## src/rs485_pkg.sv

```systemverilog
// Purpose: Shared constants for the RS-485 direction and address logic.
// Assumes: 8-bit registers on a 4-bit register index.
// Notes: All offsets, field positions and the 8-bit register and pin reset values live here.
package rs485_pkg;
  localparam int DATA_W = 8;
  localparam int ADDR_W = 4;

  // Register indices on the plain register port.
  localparam logic [3:0] OFS_MODEM_CTRL = 4'h0;
  localparam logic [3:0] OFS_FEATURE_CTRL = 4'h1;
  localparam logic [3:0] OFS_RS485_CTRL = 4'h2;
  localparam logic [3:0] OFS_ENH_FEATURE = 4'h3;
  localparam logic [3:0] OFS_MATCH_CHAR = 4'h4;
  localparam logic [3:0] OFS_LINE_CTRL = 4'h5;
  localparam logic [3:0] OFS_INT_ENABLE = 4'h6;
  localparam logic [3:0] OFS_LINE_STATUS = 4'h7;
  localparam logic [3:0] OFS_RX_CTRL = 4'h8;
  localparam logic [3:0] OFS_INT_STATUS = 4'h9;
  localparam logic [3:0] OFS_INT_CLEAR = 4'hA;

  // Field positions.
  localparam int BIT_MODEM_RTS = 1;
  localparam int BIT_AUTO_DIR = 5;
  localparam int BIT_MULTIDROP = 0;
  localparam int BIT_RTS_INVERT = 5;
  localparam int BIT_SPECIAL_CHAR = 5;
  localparam int BIT_RX_ENABLE = 0;
  localparam int BIT_DATA_READY = 0;
  localparam int BIT_PARITY_ERR = 2;
  localparam int BIT_EV_RX_DATA = 0;
  localparam int BIT_EV_TX_DONE = 1;
  localparam int BIT_EV_LINE_STATUS = 2;

  // Reset values.
  localparam logic [7:0] RST_REG = 8'h00;
  localparam logic RST_RTS_PIN = 1'b1;
endpackage

```

## src/rx_filter_if.sv

```systemverilog
// Purpose: Carries a received character and the filter decision.
// Assumes: One character per valid cycle.
// Notes: The core drives the character and mode, the filter decides.
`timescale 1ns/1ps
interface rx_filter_if;
  logic multidrop;
  logic special;
  logic rx_en;
  logic [7:0] match;
  logic valid;
  logic [7:0] data;
  logic parity;
  logic perr_in;
  logic push;
  logic push_perr;
  logic en_set;
  logic en_clr;

  modport filter (
    input multidrop, special, rx_en, match, valid, data, parity, perr_in,
    output push, push_perr, en_set, en_clr
  );
  modport core (
    output multidrop, special, rx_en, match, valid, data, parity, perr_in,
    input push, push_perr, en_set, en_clr
  );
endinterface

```

## src/rx_addr_filter.sv

```systemverilog
// Purpose: Decides whether a received character enters the receive FIFO.
// Assumes: The ninth bit marks an address character when it is one.
// Notes: Purely combinational; the caller registers the result.
`timescale 1ns/1ps
module rx_addr_filter
  import rs485_pkg::*;
(
  rx_filter_if.filter f
);
  wire is_addr;
  wire is_match;
  wire normal_mode;
  wire auto_mode;

  assign is_addr = f.parity;
  assign is_match = is_addr && (f.data == f.match);
  assign normal_mode = f.multidrop && !f.special;
  assign auto_mode = f.multidrop && f.special;

  // Outside multidrop every character passes with its own parity result.
  assign f.push = f.valid && (!f.multidrop
    || (normal_mode && (is_addr || f.rx_en))
    || (auto_mode && (is_match || (!is_addr && f.rx_en))));
  assign f.push_perr = !f.multidrop ? f.perr_in
    : (normal_mode ? is_addr : is_match);
  assign f.en_set = f.valid && auto_mode && is_match;
  assign f.en_clr = f.valid && auto_mode && is_addr && !is_match;
endmodule // rx_addr_filter

```

## src/rs485_ctrl.sv

```systemverilog
// Purpose: RS-485 direction control and 9-bit address detection.
// Assumes: Serial engine reports characters and transmit status per cycle.
// Notes: Registers sit on a plain port with read data one cycle later.
//
// What this block does
// - Pin is the inverse of modem bit 1, or follows flow logic; auto-direction bit overrides.
// - Auto-direction pin goes high on transmit write, low after last bit.
// - Inverted polarity: pin low while sending, high after last bit.
// - Multidrop bit enables 9-bit mode; ninth bit one marks address.
// - Disabled receiver drops data, stores address with parity error.
// - Enabled receiver takes data; later address again flags parity error.
// - Auto detection discards data and non-matching addresses when off.
// - Matching address enables receiver, stores it, raises line status.
// - Non-matching address in auto mode disables receiver and is dropped.
// - Matching address while enabled is stored with parity error flag.
// - Interrupt enable bit 2 gates the line status interrupt.
`timescale 1ns/1ps
module rs485_ctrl
  import rs485_pkg::*;
(
  input wire logic CORE_CLK,
  input wire logic RST_B,
  input wire logic [ADDR_W-1:0] REG_ADDR,
  input wire logic [DATA_W-1:0] REG_WDATA,
  input wire logic REG_WR,
  input wire logic REG_RD,
  output logic [DATA_W-1:0] REG_RDATA,
  input wire logic HW_FLOW_EN,
  input wire logic FLOW_RTS_PIN,
  input wire logic TX_LOAD,
  input wire logic TX_IDLE,
  input wire logic RX_VALID,
  input wire logic [7:0] RX_DATA,
  input wire logic RX_PARITY,
  input wire logic RX_PERR,
  output logic RTS_PIN,
  output logic FIFO_PUSH,
  output logic [7:0] FIFO_DATA,
  output logic FIFO_PERR,
  output logic IRQ
);
  typedef enum logic [1:0]
  {
    DIR_IDLE = 2'b00,
    DIR_SEND = 2'b01
  } dir_state_t;

  logic [7:0] modem_control_reg;
  logic [7:0] feature_control_reg;
  logic [7:0] rs485_control_reg;
  logic [7:0] enhanced_feature_reg;
  logic [7:0] second_match_char_reg;
  logic [7:0] line_control_reg;
  logic [7:0] interrupt_enable_reg;
  logic [7:0] line_status_reg;
  logic [7:0] int_status_reg;
  logic rx_en_reg;
  dir_state_t dir_reg;
  dir_state_t dir_next;
  logic [7:0] line_status_next;
  logic [7:0] int_status_next;
  logic rx_en_next;
  logic rts_next;
  logic [7:0] rdata_next;

  rx_filter_if fif ();

  function automatic logic wr_hit(input logic [3:0] ofs);
    wr_hit = REG_WR && (REG_ADDR == ofs);
  endfunction

  function automatic logic rd_hit(input logic [3:0] ofs);
    rd_hit = REG_RD && (REG_ADDR == ofs);
  endfunction

  wire auto_dir = feature_control_reg[BIT_AUTO_DIR];
  wire rts_invert = rs485_control_reg[BIT_RTS_INVERT];
  wire multidrop = rs485_control_reg[BIT_MULTIDROP];
  wire special = enhanced_feature_reg[BIT_SPECIAL_CHAR];
  wire sending = (dir_next == DIR_SEND);
  wire tx_done = (dir_reg == DIR_SEND) && (dir_next == DIR_IDLE);
  wire [7:0] irq_src = int_status_next & interrupt_enable_reg;

  assign fif.multidrop = multidrop;
  assign fif.special = special;
  assign fif.rx_en = rx_en_reg;
  assign fif.match = second_match_char_reg;
  assign fif.valid = RX_VALID;
  assign fif.data = RX_DATA;
  assign fif.parity = RX_PARITY;
  assign fif.perr_in = RX_PERR;

  rx_addr_filter u_filter (
    .f(fif)
  );

  // Direction tracks a pending transmission: a write starts it and the
  // line going idle after the last stop bit ends it.
  always_comb
  begin
    dir_next = dir_reg;
    unique case (dir_reg)
      DIR_IDLE:
      begin
        if (TX_LOAD)
        begin
          dir_next = DIR_SEND;
        end
      end
      DIR_SEND:
      begin
        if (TX_IDLE && !TX_LOAD)
        begin
          dir_next = DIR_IDLE;
        end
      end
      default:
      begin
        dir_next = DIR_IDLE;
      end
    endcase
  end

  // The transmitter owns the pin in auto-direction mode.
  always_comb
  begin
    if (auto_dir)
    begin
      rts_next = sending ^ rts_invert;
    end
    else if (HW_FLOW_EN)
    begin
      rts_next = FLOW_RTS_PIN;
    end
    else
    begin
      rts_next = !modem_control_reg[BIT_MODEM_RTS];
    end
  end

  // Hardware enable and disable are applied after the software write so
  // that an automatic enable is not lost to a clear in the same cycle.
  always_comb
  begin
    rx_en_next = rx_en_reg;
    if (wr_hit(OFS_RX_CTRL))
    begin
      rx_en_next = REG_WDATA[BIT_RX_ENABLE];
    end
    if (fif.en_clr)
    begin
      rx_en_next = 1'b0;
    end
    if (fif.en_set)
    begin
      rx_en_next = 1'b1;
    end
  end

  // Data ready clears on read, but a new character in that cycle wins.
  always_comb
  begin
    line_status_next = line_status_reg;
    if (rd_hit(OFS_LINE_STATUS))
    begin
      line_status_next[BIT_DATA_READY] = 1'b0;
    end
    if (fif.push)
    begin
      line_status_next[BIT_DATA_READY] = 1'b1;
      line_status_next[BIT_PARITY_ERR] = fif.push_perr;
    end
  end

  always_comb
  begin
    int_status_next = int_status_reg;
    if (wr_hit(OFS_INT_CLEAR))
    begin
      int_status_next = int_status_reg & ~REG_WDATA;
    end
    if (fif.push)
    begin
      int_status_next[BIT_EV_RX_DATA] = 1'b1;
    end
    if (fif.push && fif.push_perr)
    begin
      int_status_next[BIT_EV_LINE_STATUS] = 1'b1;
    end
    if (tx_done)
    begin
      int_status_next[BIT_EV_TX_DONE] = 1'b1;
    end
  end

  always_comb
  begin
    unique case (REG_ADDR)
      OFS_MODEM_CTRL: rdata_next = modem_control_reg;
      OFS_FEATURE_CTRL: rdata_next = feature_control_reg;
      OFS_RS485_CTRL: rdata_next = rs485_control_reg;
      OFS_ENH_FEATURE: rdata_next = enhanced_feature_reg;
      OFS_MATCH_CHAR: rdata_next = second_match_char_reg;
      OFS_LINE_CTRL: rdata_next = line_control_reg;
      OFS_INT_ENABLE: rdata_next = interrupt_enable_reg;
      OFS_LINE_STATUS: rdata_next = line_status_reg;
      OFS_RX_CTRL: rdata_next = {7'h00, rx_en_reg};
      OFS_INT_STATUS: rdata_next = int_status_reg;
      default: rdata_next = 8'h00;
    endcase
    if (!REG_RD)
    begin
      rdata_next = 8'h00;
    end
  end

  always_ff @(posedge CORE_CLK or negedge RST_B)
  begin
    if (!RST_B)
    begin
      modem_control_reg <= RST_REG;
      feature_control_reg <= RST_REG;
      rs485_control_reg <= RST_REG;
      enhanced_feature_reg <= RST_REG;
      second_match_char_reg <= RST_REG;
      line_control_reg <= RST_REG;
      interrupt_enable_reg <= RST_REG;
    end
    else
    begin
      if (wr_hit(OFS_MODEM_CTRL)) modem_control_reg <= REG_WDATA;
      if (wr_hit(OFS_FEATURE_CTRL)) feature_control_reg <= REG_WDATA;
      if (wr_hit(OFS_RS485_CTRL)) rs485_control_reg <= REG_WDATA;
      if (wr_hit(OFS_ENH_FEATURE)) enhanced_feature_reg <= REG_WDATA;
      if (wr_hit(OFS_MATCH_CHAR)) second_match_char_reg <= REG_WDATA;
      if (wr_hit(OFS_LINE_CTRL)) line_control_reg <= REG_WDATA;
      if (wr_hit(OFS_INT_ENABLE)) interrupt_enable_reg <= REG_WDATA;
    end
  end

  always_ff @(posedge CORE_CLK or negedge RST_B)
  begin
    if (!RST_B)
    begin
      dir_reg <= DIR_IDLE;
      rx_en_reg <= 1'b0;
      line_status_reg <= RST_REG;
      int_status_reg <= RST_REG;
      RTS_PIN <= RST_RTS_PIN;
      IRQ <= 1'b0;
      REG_RDATA <= RST_REG;
    end
    else
    begin
      dir_reg <= dir_next;
      rx_en_reg <= rx_en_next;
      line_status_reg <= line_status_next;
      int_status_reg <= int_status_next;
      RTS_PIN <= rts_next;
      IRQ <= |irq_src;
      REG_RDATA <= rdata_next;
    end
  end

  always_ff @(posedge CORE_CLK or negedge RST_B)
  begin
    if (!RST_B)
    begin
      FIFO_PUSH <= 1'b0;
      FIFO_DATA <= RST_REG;
      FIFO_PERR <= 1'b0;
    end
    else
    begin
      FIFO_PUSH <= fif.push;
      FIFO_DATA <= RX_DATA;
      FIFO_PERR <= fif.push_perr;
    end
  end

  // Spelled out rather than through the helper, because a continuous
  // assignment only wakes on the operands that it names.
  wire rx_ctl_wr = REG_WR && (REG_ADDR == OFS_RX_CTRL);
  wire int_clr_wr = REG_WR && (REG_ADDR == OFS_INT_CLEAR);
endmodule // rs485_ctrl

```

## config.mk

```make
export PLATFORM = sky130hd
export DESIGN_NAME = rs485_ctrl
export DESIGN_NICKNAME = d
export VERILOG_FILES = /design/src/rs485_pkg.sv /design/src/rx_filter_if.sv /design/src/rx_addr_filter.sv /design/src/rs485_ctrl.sv
export SDC_FILE = /design/constraint.sdc
export NUM_CORES = 1
export LEC_CHECK = 0
export BUFFER_PORTS_ARGS = -buffer_cell sky130_fd_sc_hd__buf_2
export CELL_PAD_IN_SITES_DETAIL_PLACEMENT = 1
export CELL_PAD_IN_SITES_GLOBAL_PLACEMENT = 2
export CORE_MARGIN = 1
export CORE_UTILIZATION = 35
export CTS_BUF_LIST = sky130_fd_sc_hd__clkbuf_2
export DETAILED_ROUTE_END_ITERATION = 10
export PLACE_DENSITY = 0.69
export SYNTH_ARGS = -nofsm -noshare
export SYNTH_HDL_FRONTEND = slang
export SYNTH_HIERARCHICAL = 1
export SYNTH_SLANG_ARGS = --single-unit
```

## constraint.sdc

```tcl
create_clock -name CORE_CLK -period 4.9 [get_ports CORE_CLK]
set_clock_uncertainty 0.2 [all_clocks]
set_input_delay 0.735 -clock CORE_CLK [delete_from_list [all_inputs] [get_ports CORE_CLK]]
set_output_delay 0.735 -clock CORE_CLK [all_outputs]
set_load 0.01 [all_outputs]
```

======== Yosys cells after proc, flatten, opt, wreduce, memory -nomap -nowiden ========
Cells that the tools add are included.
storage, ports and cells
  register bits after elaboration ......... 89
  latch bits .............................. 0
  bits in writable memories ............... 0
  memory bits (read-only) ................. 0
  input bits .............................. 31
  output and inout bits ................... 20
  logic and storage cells ................. 93
  memories kept ........................... 0
operators by class
  add/subtract/negate cells ............... 0
  multipliers ............................. 0
  divide/modulo/power cells ............... 0
  magnitude comparators ................... 0
  eq/ne operators ......................... 13
  shift operators ......................... 0
  multiplexer cells ....................... 18
  bitwise operators ....................... 4
  reductions and logical operators ........ 40
operator list
  kind                                                                   number
  8-bit case mux with 10 select lines                                    1
  1-bit logical AND                                                      24
  8-bit bitwise AND                                                      2
  4-bit by 3-bit equality test with 1-bit output, second input constant  4
  8-bit two-way mux                                                      2
  4-bit equality test, second input constant                             3
  1-bit two-way mux                                                      12
  4-bit by 2-bit equality test with 1-bit output, second input constant  2
  8-bit equality test                                                    1
  8-bit NOT                                                              1
  8-bit OR reduction                                                     1
  1-bit logical NOT                                                      6
  2-bit by 1-bit equality test with 1-bit output, second input constant  2
  4-bit by 1-bit equality test with 1-bit output, second input constant  1
  2-bit logical NOT                                                      2
  4-bit logical NOT                                                      1
  1-bit logical OR                                                       4
  2-bit two-way mux                                                      2
  2-bit case mux with 2 select lines                                     1
  3-bit nonzero test                                                     1
  2-bit nonzero test                                                     1
  1-bit bitwise XOR                                                      1

======== Longest topological paths before layout ========
Gate-level depths: netlist (run 1).
  depth in word-level cells ............... 10
  gate-level depth with buffers ........... 8
  mapped depth without buffers ............ 8

======== Cells and area by module ========
Netlist (run 1), hierarchy kept.
by module, submodules not included
  module          times used  cells an instance  area an instance (sq um)  seq. area each (sq um)
  rs485_ctrl      1           305                4026.4                    2228.4
  rx_addr_filter  1           19                 172.7                     0.0

======== Worst setup path after synthesis (run 1) ========
OpenSTA, ideal clock, no wires.
  path type ............................... input-to-reg
  start point ............................. input RX_DATA[5]
  end point ............................... register IRQ
  setup time .............................. 69 ps
  arrival time ............................ 2071 ps
  data required time ...................... 4631 ps
  setup slack ............................. 2560 ps
  stages on the path ...................... 8
  path buffers ............................ 0
  cell sequence ........................... xor2_1 nor4_4 nand2_2 a41oi_2 nand2_1 a41oi_1 a221oi_1 nand3_1
between the ends
  cells in the longest elaborated chain, start to end .. 10
  elaborated cells between the ends (all ways) .. 13
  classes of those cells .................. eq/ne: 1; mux: 4; bitwise: 1; reduce/logical: 7
ends and longest elaborated chain
  item                          line                  source
  from (decl)                   rs485_ctrl.sv:33      input wire logic [7:0] RX_DATA,
  8-bit equality test           rx_addr_filter.sv:16  assign is_match = is_addr && (f.data == f.match);
  1-bit logical AND             rx_addr_filter.sv:16
  1-bit logical OR              rx_addr_filter.sv:23  || (auto_mode && (is_match || (!is_addr && f.rx_en))));
  1-bit logical AND             rx_addr_filter.sv:23
  1-bit logical OR              rx_addr_filter.sv:23
  1-bit logical AND             rx_addr_filter.sv:21  assign f.push = f.valid && (!f.multidrop
  named net fif.push            rx_filter_if.sv:14    logic push;
  1-bit logical AND             rs485_ctrl.sv:186     if (fif.push && fif.push_perr)
  1-bit two-way mux             rs485_ctrl.sv:186
  named net int_status_next[2]  rs485_ctrl.sv:61      logic [7:0] int_status_next;
  8-bit bitwise AND             rs485_ctrl.sv:82      wire [7:0] irq_src = int_status_next & interrupt_enable_reg;
  8-bit OR reduction            rs485_ctrl.sv:260     IRQ <= |irq_src;
  to (signal assigned)          rs485_ctrl.sv:260
  to (decl)                     rs485_ctrl.sv:40      output logic IRQ
The timed path passes the listed nets, and every way through them passes these cells.
A chain may end at the register's enable or synchronous reset.

======== Worst setup path after layout (run 1) ========
Ends and elaborated chain as after synthesis.

==> results of run 1 <==
-- metal layers --
metal | track usage | vias up | part of all wire | wire (um)
met1 | 0.2574 | 1475 | 0.46 | 5136
met2 | 0.3225 | 49 | 0.49 | 5506
met3 | 0.06042 | 14 | 0.035 | 396
met4 | 0.06036 | 0 | 0.020 | 224
li1 | - | 1299 | - | -
met5 | 0 | - | 0 | 0
-- cell type report --
class                           count  area share
Sequential cell                    89      0.4734
Multi-Input combinational cell    213      0.3878
Timing Repair Buffer               61     0.07602
Tap cell                          143     0.03801
Clock inverter                      5     0.01037
Clock buffer                        9    0.009569
Inverter                            6    0.004785
-- per-stage QoR --
step	hold WS, ns	setup slack (ns)	cell area (sq um)
after floorplan	0.2234	2.560	4199
after global placement	0.2516	1.927	4523
after detailed placement	0.2628	1.850	4523
after CTS	0.001448	2.248	4657
after global routing	0.1394	2.010	4707
final	0.2093	2.116	4707
-- power groups by stage --
| stage | sequential (mW) | clock [mW] | combinational, mW |
|---|---|---|---|
| after CTS | 0.968 | 0.368 | 0.352 |
| final | 0.966 | 0.352 | 0.350 |
| after floorplan | 0.950 | 0 | 0.243 |
| after detailed placement | 0.983 | 0 | 0.349 |
| after global placement | 0.979 | 0 | 0.340 |
| after global routing | 0.985 | 0.402 | 0.387 |
-- logic make-up after synthesis --
family	after synthesis	share of synthesized area
mux	73	0.2017
simple gates	69	0.1055
compound gates	61	0.1079
xor+xnor	9	0.01877
other cells	1	0.0008931
buf+inv	22	0.03456
flops	89	0.5307
-- how the worst max path moves through the flow --
| stage | start | cells after the start | endpoint |
|---|---|---|---|
| after floorplan | RX_DATA[5] | 8 | IRQ$_DFF_PN0_ |
| after global placement | REG_ADDR[1] | 5 | interrupt_enable_reg[6]$_DFFE_PN0P_ |
| after detailed placement | REG_ADDR[1] | 5 | interrupt_enable_reg[2]$_DFFE_PN0P_ |
| after CTS | RX_DATA[2] | 10 | IRQ$_DFF_PN0_ |
| after global routing | RX_DATA[5] | 10 | IRQ$_DFF_PN0_ |
| final | RX_DATA[5] | 10 | IRQ$_DFF_PN0_ |
-- layout by cell type (no fill, tap or decap), types with 2 or more instances in the layout --
cell type       n
dfrtp_1        88
mux2_2         62
buf_2          49
nand2_1        17
a21oi_1        10
clkbuf_2        9
dlygate4sd3_1   9
nor2_1          8
nand3_1         8
xor2_1          8
mux2i_1         7
inv_1           6
a31oi_1         6
a32oi_1         6
o21ai_0         6
nor2b_1         4
a21boi_0        4
a2bb2oi_1       4
nor3_1          4
nand2b_1        3
mux4_2          3
a22oi_1         3
nand3_2         3
clkinv_2        3
buf_4           3
nor2_2          2
o21ai_1         2
nor3b_1         2
o32ai_1         2
o311a_1         2
a41oi_1         2
and3_1          2
nor4_4          2
-- what timing repair did --
action / CTS / global route
setup buffers: 0 / 0
endpoints found under the hold margin: 43 / 5
hold buffers: 4 / 5
==> results.tsv, run 1 <==
stage	metric	value	unit
run_status	status	finished with violations	
run_status	failing checks	design-rule violations	
logic_synthesis	top cells by area, synth	dfrtp_1 (52%), mux2_2 (17%), mux2i_1 (1.7%)	
clock_tree	TritonCTS Buffers	9	
route	vias per cell	5.394	
layout	Reg area	0.002228	sq mm
sta	Worst-Margin Slew	0.6700	ns
power	power share of the combinational group	0.210	
placed_design	GPL Wtd Cong	0.8382	
logic_synthesis	Most used DFF post-synth	dfrtp_1	
route	Final ANT Viol Nets	0	
global_route	initial antenna violation count	0	
logic_synthesis	Yosys reg bits	89	
setup_path	Req. time, crit path	5.21	ns
clock_tree	Root Buffer	clkbuf_2	
die	die width	111.5	um
die	IO Pins	51	
clock_tree	deepest clock path buffer count	2	
logic_synthesis	Distinct cells, synth	64	
route	Vias	2837	
global_route	largest net degree at the start of global routing	49	
route	DR iter-0 viols	117	
global_route	GRT Total Usage	0.1994	
run	MaxCap Viol Count	0	
layout	fin cells	526	
sta	final setup TNS	0	ns
power	sw frac	0.3048	
sta	Tcrit/Tclk final	0.5682	
sta	RSZ-0062 raised after global routing	false	
global_route	vias in the first global route	3118	
layout	Filler cells	1265	
setup_path	Worst Path Buf+Inv	2	
die	Initial Utilization	0.3631	
placed_design	Port Buf Inserts	50	
power	clock network power share	0.211	
layout	number of nets in the layout	411	
setup_path	CP max-delay cell	dlygate4sd3_1	
die	Die Y	111.5	um
sta	Max Clock Freq	0.3592	GHz
power	Int Pwr	1.159	mW
layout	final core utilization	0.4070	
setup_path	FF-to-FF End	IRQ$_DFF_PN0_	
clock_tree	clock sink total	89	
clock_tree	worst skew pair latency	0.59	ns
setup_path	Startpoint Class	input pin	
setup_path	R2R cell count	8	
logic_synthesis	sequential element share of the synthesized area	0.5307	
layout	multi-input logic area	0.001826	sq mm
layout	share of layout cells above drive strength 1	0.3890	
setup_path	peak fanout along the critical path	6	
setup_path	critical path type	input pin to flop	
logic_synthesis	count leader, synth	dfrtp_1	
power	Psw	0.5083	mW
logic_synthesis	Syn. warnings	6	
global_route	first-pass GRT wire length	18.23	mm
route	WL final	11.26	mm
placed_design	Final HPWL DP	7.786	mm
worst_hold_path	min-delay src	REG_RD	
power	Leak	2.085	nW
sta	Worst slew margin	0.5533	
power	sequential cell fraction of total power	0.579	
logic_synthesis	syn avg cell area	12.96	sq um
sta	fin crit period	2.784	ns
setup_path	slowest stage delay, CP	0.53	ns
die	FP Rows	39	
logic_synthesis	Post-Synthesis Cells	324	
global_route	GRT overflow	0	
clock_tree	cts repair resizes	0	
layout	Area Growth Syn to Fin	12.10	%
logic_synthesis	Mapped Area	0.004199	sq mm
setup_path	CP arrival	3.10	ns
route	drc violations	4	
logic_synthesis	top post-synthesis cells by count	dfrtp_1 (88), mux2_2 (62), nand2_1 (17), a21oi_1 (10)	
setup_path	Critical Path End Type	flop	
setup_path	crit path cell chain	dlygate4sd3_1, buf_2, xor2_1, nor4_4, nand2_2, a41oi_2, nand2_1, a41oi_1, a221oi_1, nand3_1	
setup_path	flop2flop setup slack	2.41	ns
setup_path	r2r startpoint	fif.match[4]$_DFFE_PN0P_	
sta	Final Setup Violations	0	
power	cell area power density	354.3	mW/mm^2
sta	Max Transition Viols Final	0	
sta	final hold vios	0	
clock_tree	Clock transition at path regs	0.21	ns
logic_synthesis	Post-Syn Nets	355	
die	die area	0.01244	sq mm
logic_synthesis	largest area contributor in the netlist	dfrtp_1	
logic_synthesis	Post-synth ARST share	1.000	
worst_hold_path	Hold EP	REG_RDATA[2]$_DFF_PN0_	
setup_path	crit-path leading delay family	compound AO/OA/AOI/OAI gates	
logic_synthesis	Synth top area share	0.5244	
worst_hold_path	Worst Hold Class	input pin to flop	
logic_synthesis	Post-synth EDFFs	0	
clock_tree	htree depth	3	
worst_hold_path	WHS Path Cells	2	
placed_design	dpl cells	503	
power	Max IR drop VDD	0.1488	mV
die	CORE AREA	0.01156	sq mm
power	Pwr Total	1.668	mW
route	TritonRoute pass-1 iters	7	
clock_tree	CTS tree	built	
route	Avg WL per Cell	21.41	um
layout	ANT cells	0	
Power figures use the tool's default switching activity.
==> run 2, diff against run 1 <==
==> constraint.sdc (replaced) <==
create_clock -name CORE_CLK -period 2.6 [get_ports CORE_CLK]
set_clock_uncertainty 0.2 [all_clocks]
set_input_delay 0.39 -clock CORE_CLK [delete_from_list [all_inputs] [get_ports CORE_CLK]]
set_output_delay 0.39 -clock CORE_CLK [all_outputs]
set_load 0.01 [all_outputs]
==> run 2 against run 1 <==
Compared with the run above: the run still ends with design-rule violations left; global-route usage decreased by 0.057 points; flip-flop and latch count unchanged; count of clock-buffer cells in the layout unchanged; core utilization increased by 2.6 points; non-clock buffer count increased by 26; combinational power increased by 100%; sequential power increased by 87%; register-to-register slack got worse by 2.2 ns; cell count increased by 5.5%.
==> results.tsv, run 2 (synthesis results as in run 1) <==
stage	metric	value	unit
run_status	status	finished with violations	
run_status	failing checks	design-rule violations	
route	TritonRoute pass-1 iters	7	
route	DR iter-0 viols	82	
route	Vias	2980	
route	Avg WL per Cell	20.58	um
setup_path	Critical path destination	IRQ$_DFF_PN0_	
layout	share of layout cells above drive strength 1	0.3893	
global_route	GRT overflow	0	
die	die area	0.01244	sq mm
power	clock network power share	0.247	
global_route	GRT Total Usage	0.1989	
route	top sig layer	met4	
run	MaxCap Viol Count	0	
sta	Tcrit/Tclk final	0.9015	
setup_path	Startpoint Class	flop	
sta	Final Setup Violations	0	
clock_tree	clock sink total	89	
setup_path	peak fanout along the critical path	6	
clock_tree	deepest clock path buffer count	2	
route	WL final	11.42	mm
power	sequential cell fraction of total power	0.544	
route	met2 routed WL	5.540	mm
placed_design	dpl cells	511	
sta	Worst slew margin	0.5781	
setup_path	slowest stage delay, CP	0.49	ns
power	power share of the combinational group	0.210	
global_route	vias in the first global route	3166	
clock_tree	CTS tree	built	
sta	fin crit period	2.344	ns
clock_tree	worst skew pair latency	0.60	ns
placed_design	GPL Wtd Cong	0.7639	
setup_path	Setup crit start	fif.match[5]$_DFFE_PN0P_	
route	Final ANT Viol Nets	0	
setup_path	Req. time, crit path	2.94	ns
setup_path	Crit path depth	8	
setup_path	R2R cell count	8	
clock_tree	TritonCTS Buffers	9	
sta	Max Transition Viols Final	0	
clock_tree	Clock transition at path regs	0.28	ns
route	met3 wire len	250	um
die	Initial Utilization	0.3631	
setup_path	critical path type	flop to flop	
power	Psw	1.000	mW
die	FP Rows	39	
route	vias per cell	5.369	
placed_design	Final HPWL DP	8.056	mm
global_route	first-pass GRT wire length	18.41	mm
power	Max IR drop VDD	0.2795	mV
setup_path	FF-to-FF End	IRQ$_DFF_PN0_	
global_route	largest net degree at the start of global routing	38	
setup_path	crit-path leading delay family	compound AO/OA/AOI/OAI gates	
layout	Filler cells	1243	
setup_path	CP max-delay cell	dfrtp_1	
setup_path	crit path cell chain	xor2_1, nor4_4, nand2_2, a41oi_2, nand2_1, a41oi_1, a221oi_1, nand3_1	
clock_tree	Root Buffer	clkbuf_2	
layout	number of nets in the layout	437	
sta	Worst-Margin Slew	0.6243	ns
layout	fin cells	555	
clock_tree	Setup Fix Bufs, Post-CTS	0	
sta	final hold vios	0	
power	Int Pwr	2.336	mW
sta	Max Clock Freq	0.4266	GHz
placed_design	Port Buf Inserts	50	
die	CORE AREA	0.01156	sq mm
sta	final setup TNS	0	ns
power	sw frac	0.2998	
power	Leak	2.220	nW
power	cell area power density	666.2	mW/mm^2
layout	final core utilization	0.4330	
worst_hold_path	Worst Hold Class	input pin to async pin	
layout	final instance area	0.005007	sq mm
global_route	initial antenna violation count	1	
die	Die Y	111.5	um
die	die width	111.5	um
sta	RSZ-0062 raised after global routing	false	
route	drc violations	4	
setup_path	Critical Path End Type	flop	
layout	Area Growth Syn to Fin	19.25	%
route	Met1 Wirelength	5.389	mm
layout	multi-input logic area	0.001826	sq mm
setup_path	r2r startpoint	fif.match[5]$_DFFE_PN0P_	
layout	most common cell after layout, fill and taps aside	dfrtp_1	
layout	Reg area	0.002228	sq mm
power	Pwr Total	3.336	mW
clock_tree	htree depth	3	
setup_path	CP arrival	2.68	ns
placed_design	placed cell area	0.004596	sq mm
layout	leading cell types in the layout, fill and taps excluded	dfrtp_1 (88), mux2_2 (62), buf_2 (49)	
setup_path	Worst Path Buf+Inv	0	
setup_path	flop2flop setup slack	0.26	ns
die	IO Pins	51	
run 2: worst min-delay path by stage:
stage	cells after the start	end	start	slack, ns
finish	2	fif.match[4]$_DFFE_PN0P_	RST_B	0.05
floorplan	0	FIFO_DATA[0]$_DFF_PN0_	RST_B	-0.11
global route	2	fif.match[5]$_DFFE_PN0P_	RST_B	0.04
CTS	2	fif.match[5]$_DFFE_PN0P_	RST_B	0.02
detailed placement	1	FIFO_DATA[3]$_DFF_PN0_	RST_B	0.16
global placement	1	FIFO_DATA[0]$_DFF_PN0_	RST_B	0.17
run 2: area by class of cell:
type	count	share of cell area
Timing Repair Buffer	87	0.1219
Antenna cell	1	0.0004998
Inverter	6	0.004498
Sequential cell	89	0.4450
Tap cell	143	0.03573
Clock inverter	7	0.01874
Multi-Input combinational cell	213	0.3646
Clock buffer	9	0.008996
run 2: metrics by stage:
stage	worst slack (ns)	hold slack, ns
global route	0.05108	0.04423
finish	0.2560	0.04654
floorplan	0.5943	-0.1056
global placement	0.3336	0.1689
detailed placement	0.2564	0.1649
CTS	0.2453	0.02091
run 2: power by group through the flow:
stage	registers [mW]	clock network, mW	logic [mW]
3_5_place_dp	1.85	0	0.665
3_3_place_gp	1.83	0	0.649
2_1_floorplan	1.79	0	0.458
4_1_cts	1.82	0.849	0.710
6_report	1.81	0.823	0.700
5_1_grt	1.85	0.895	0.772
run 2: timing repair:
action / in CTS / in global routing
hold endpoints to repair: 170 / 0
hold buffers: 27 / 0
gates resized for setup: 0 / 0
run 2: per-layer routing:
layer  global-route usage  vias to the layer above
met5                    0                        -
met4              0.08018                        0
met3              0.03157                       16
met2               0.3179                       42
met1               0.2706                     1558
li1                     -                     1364
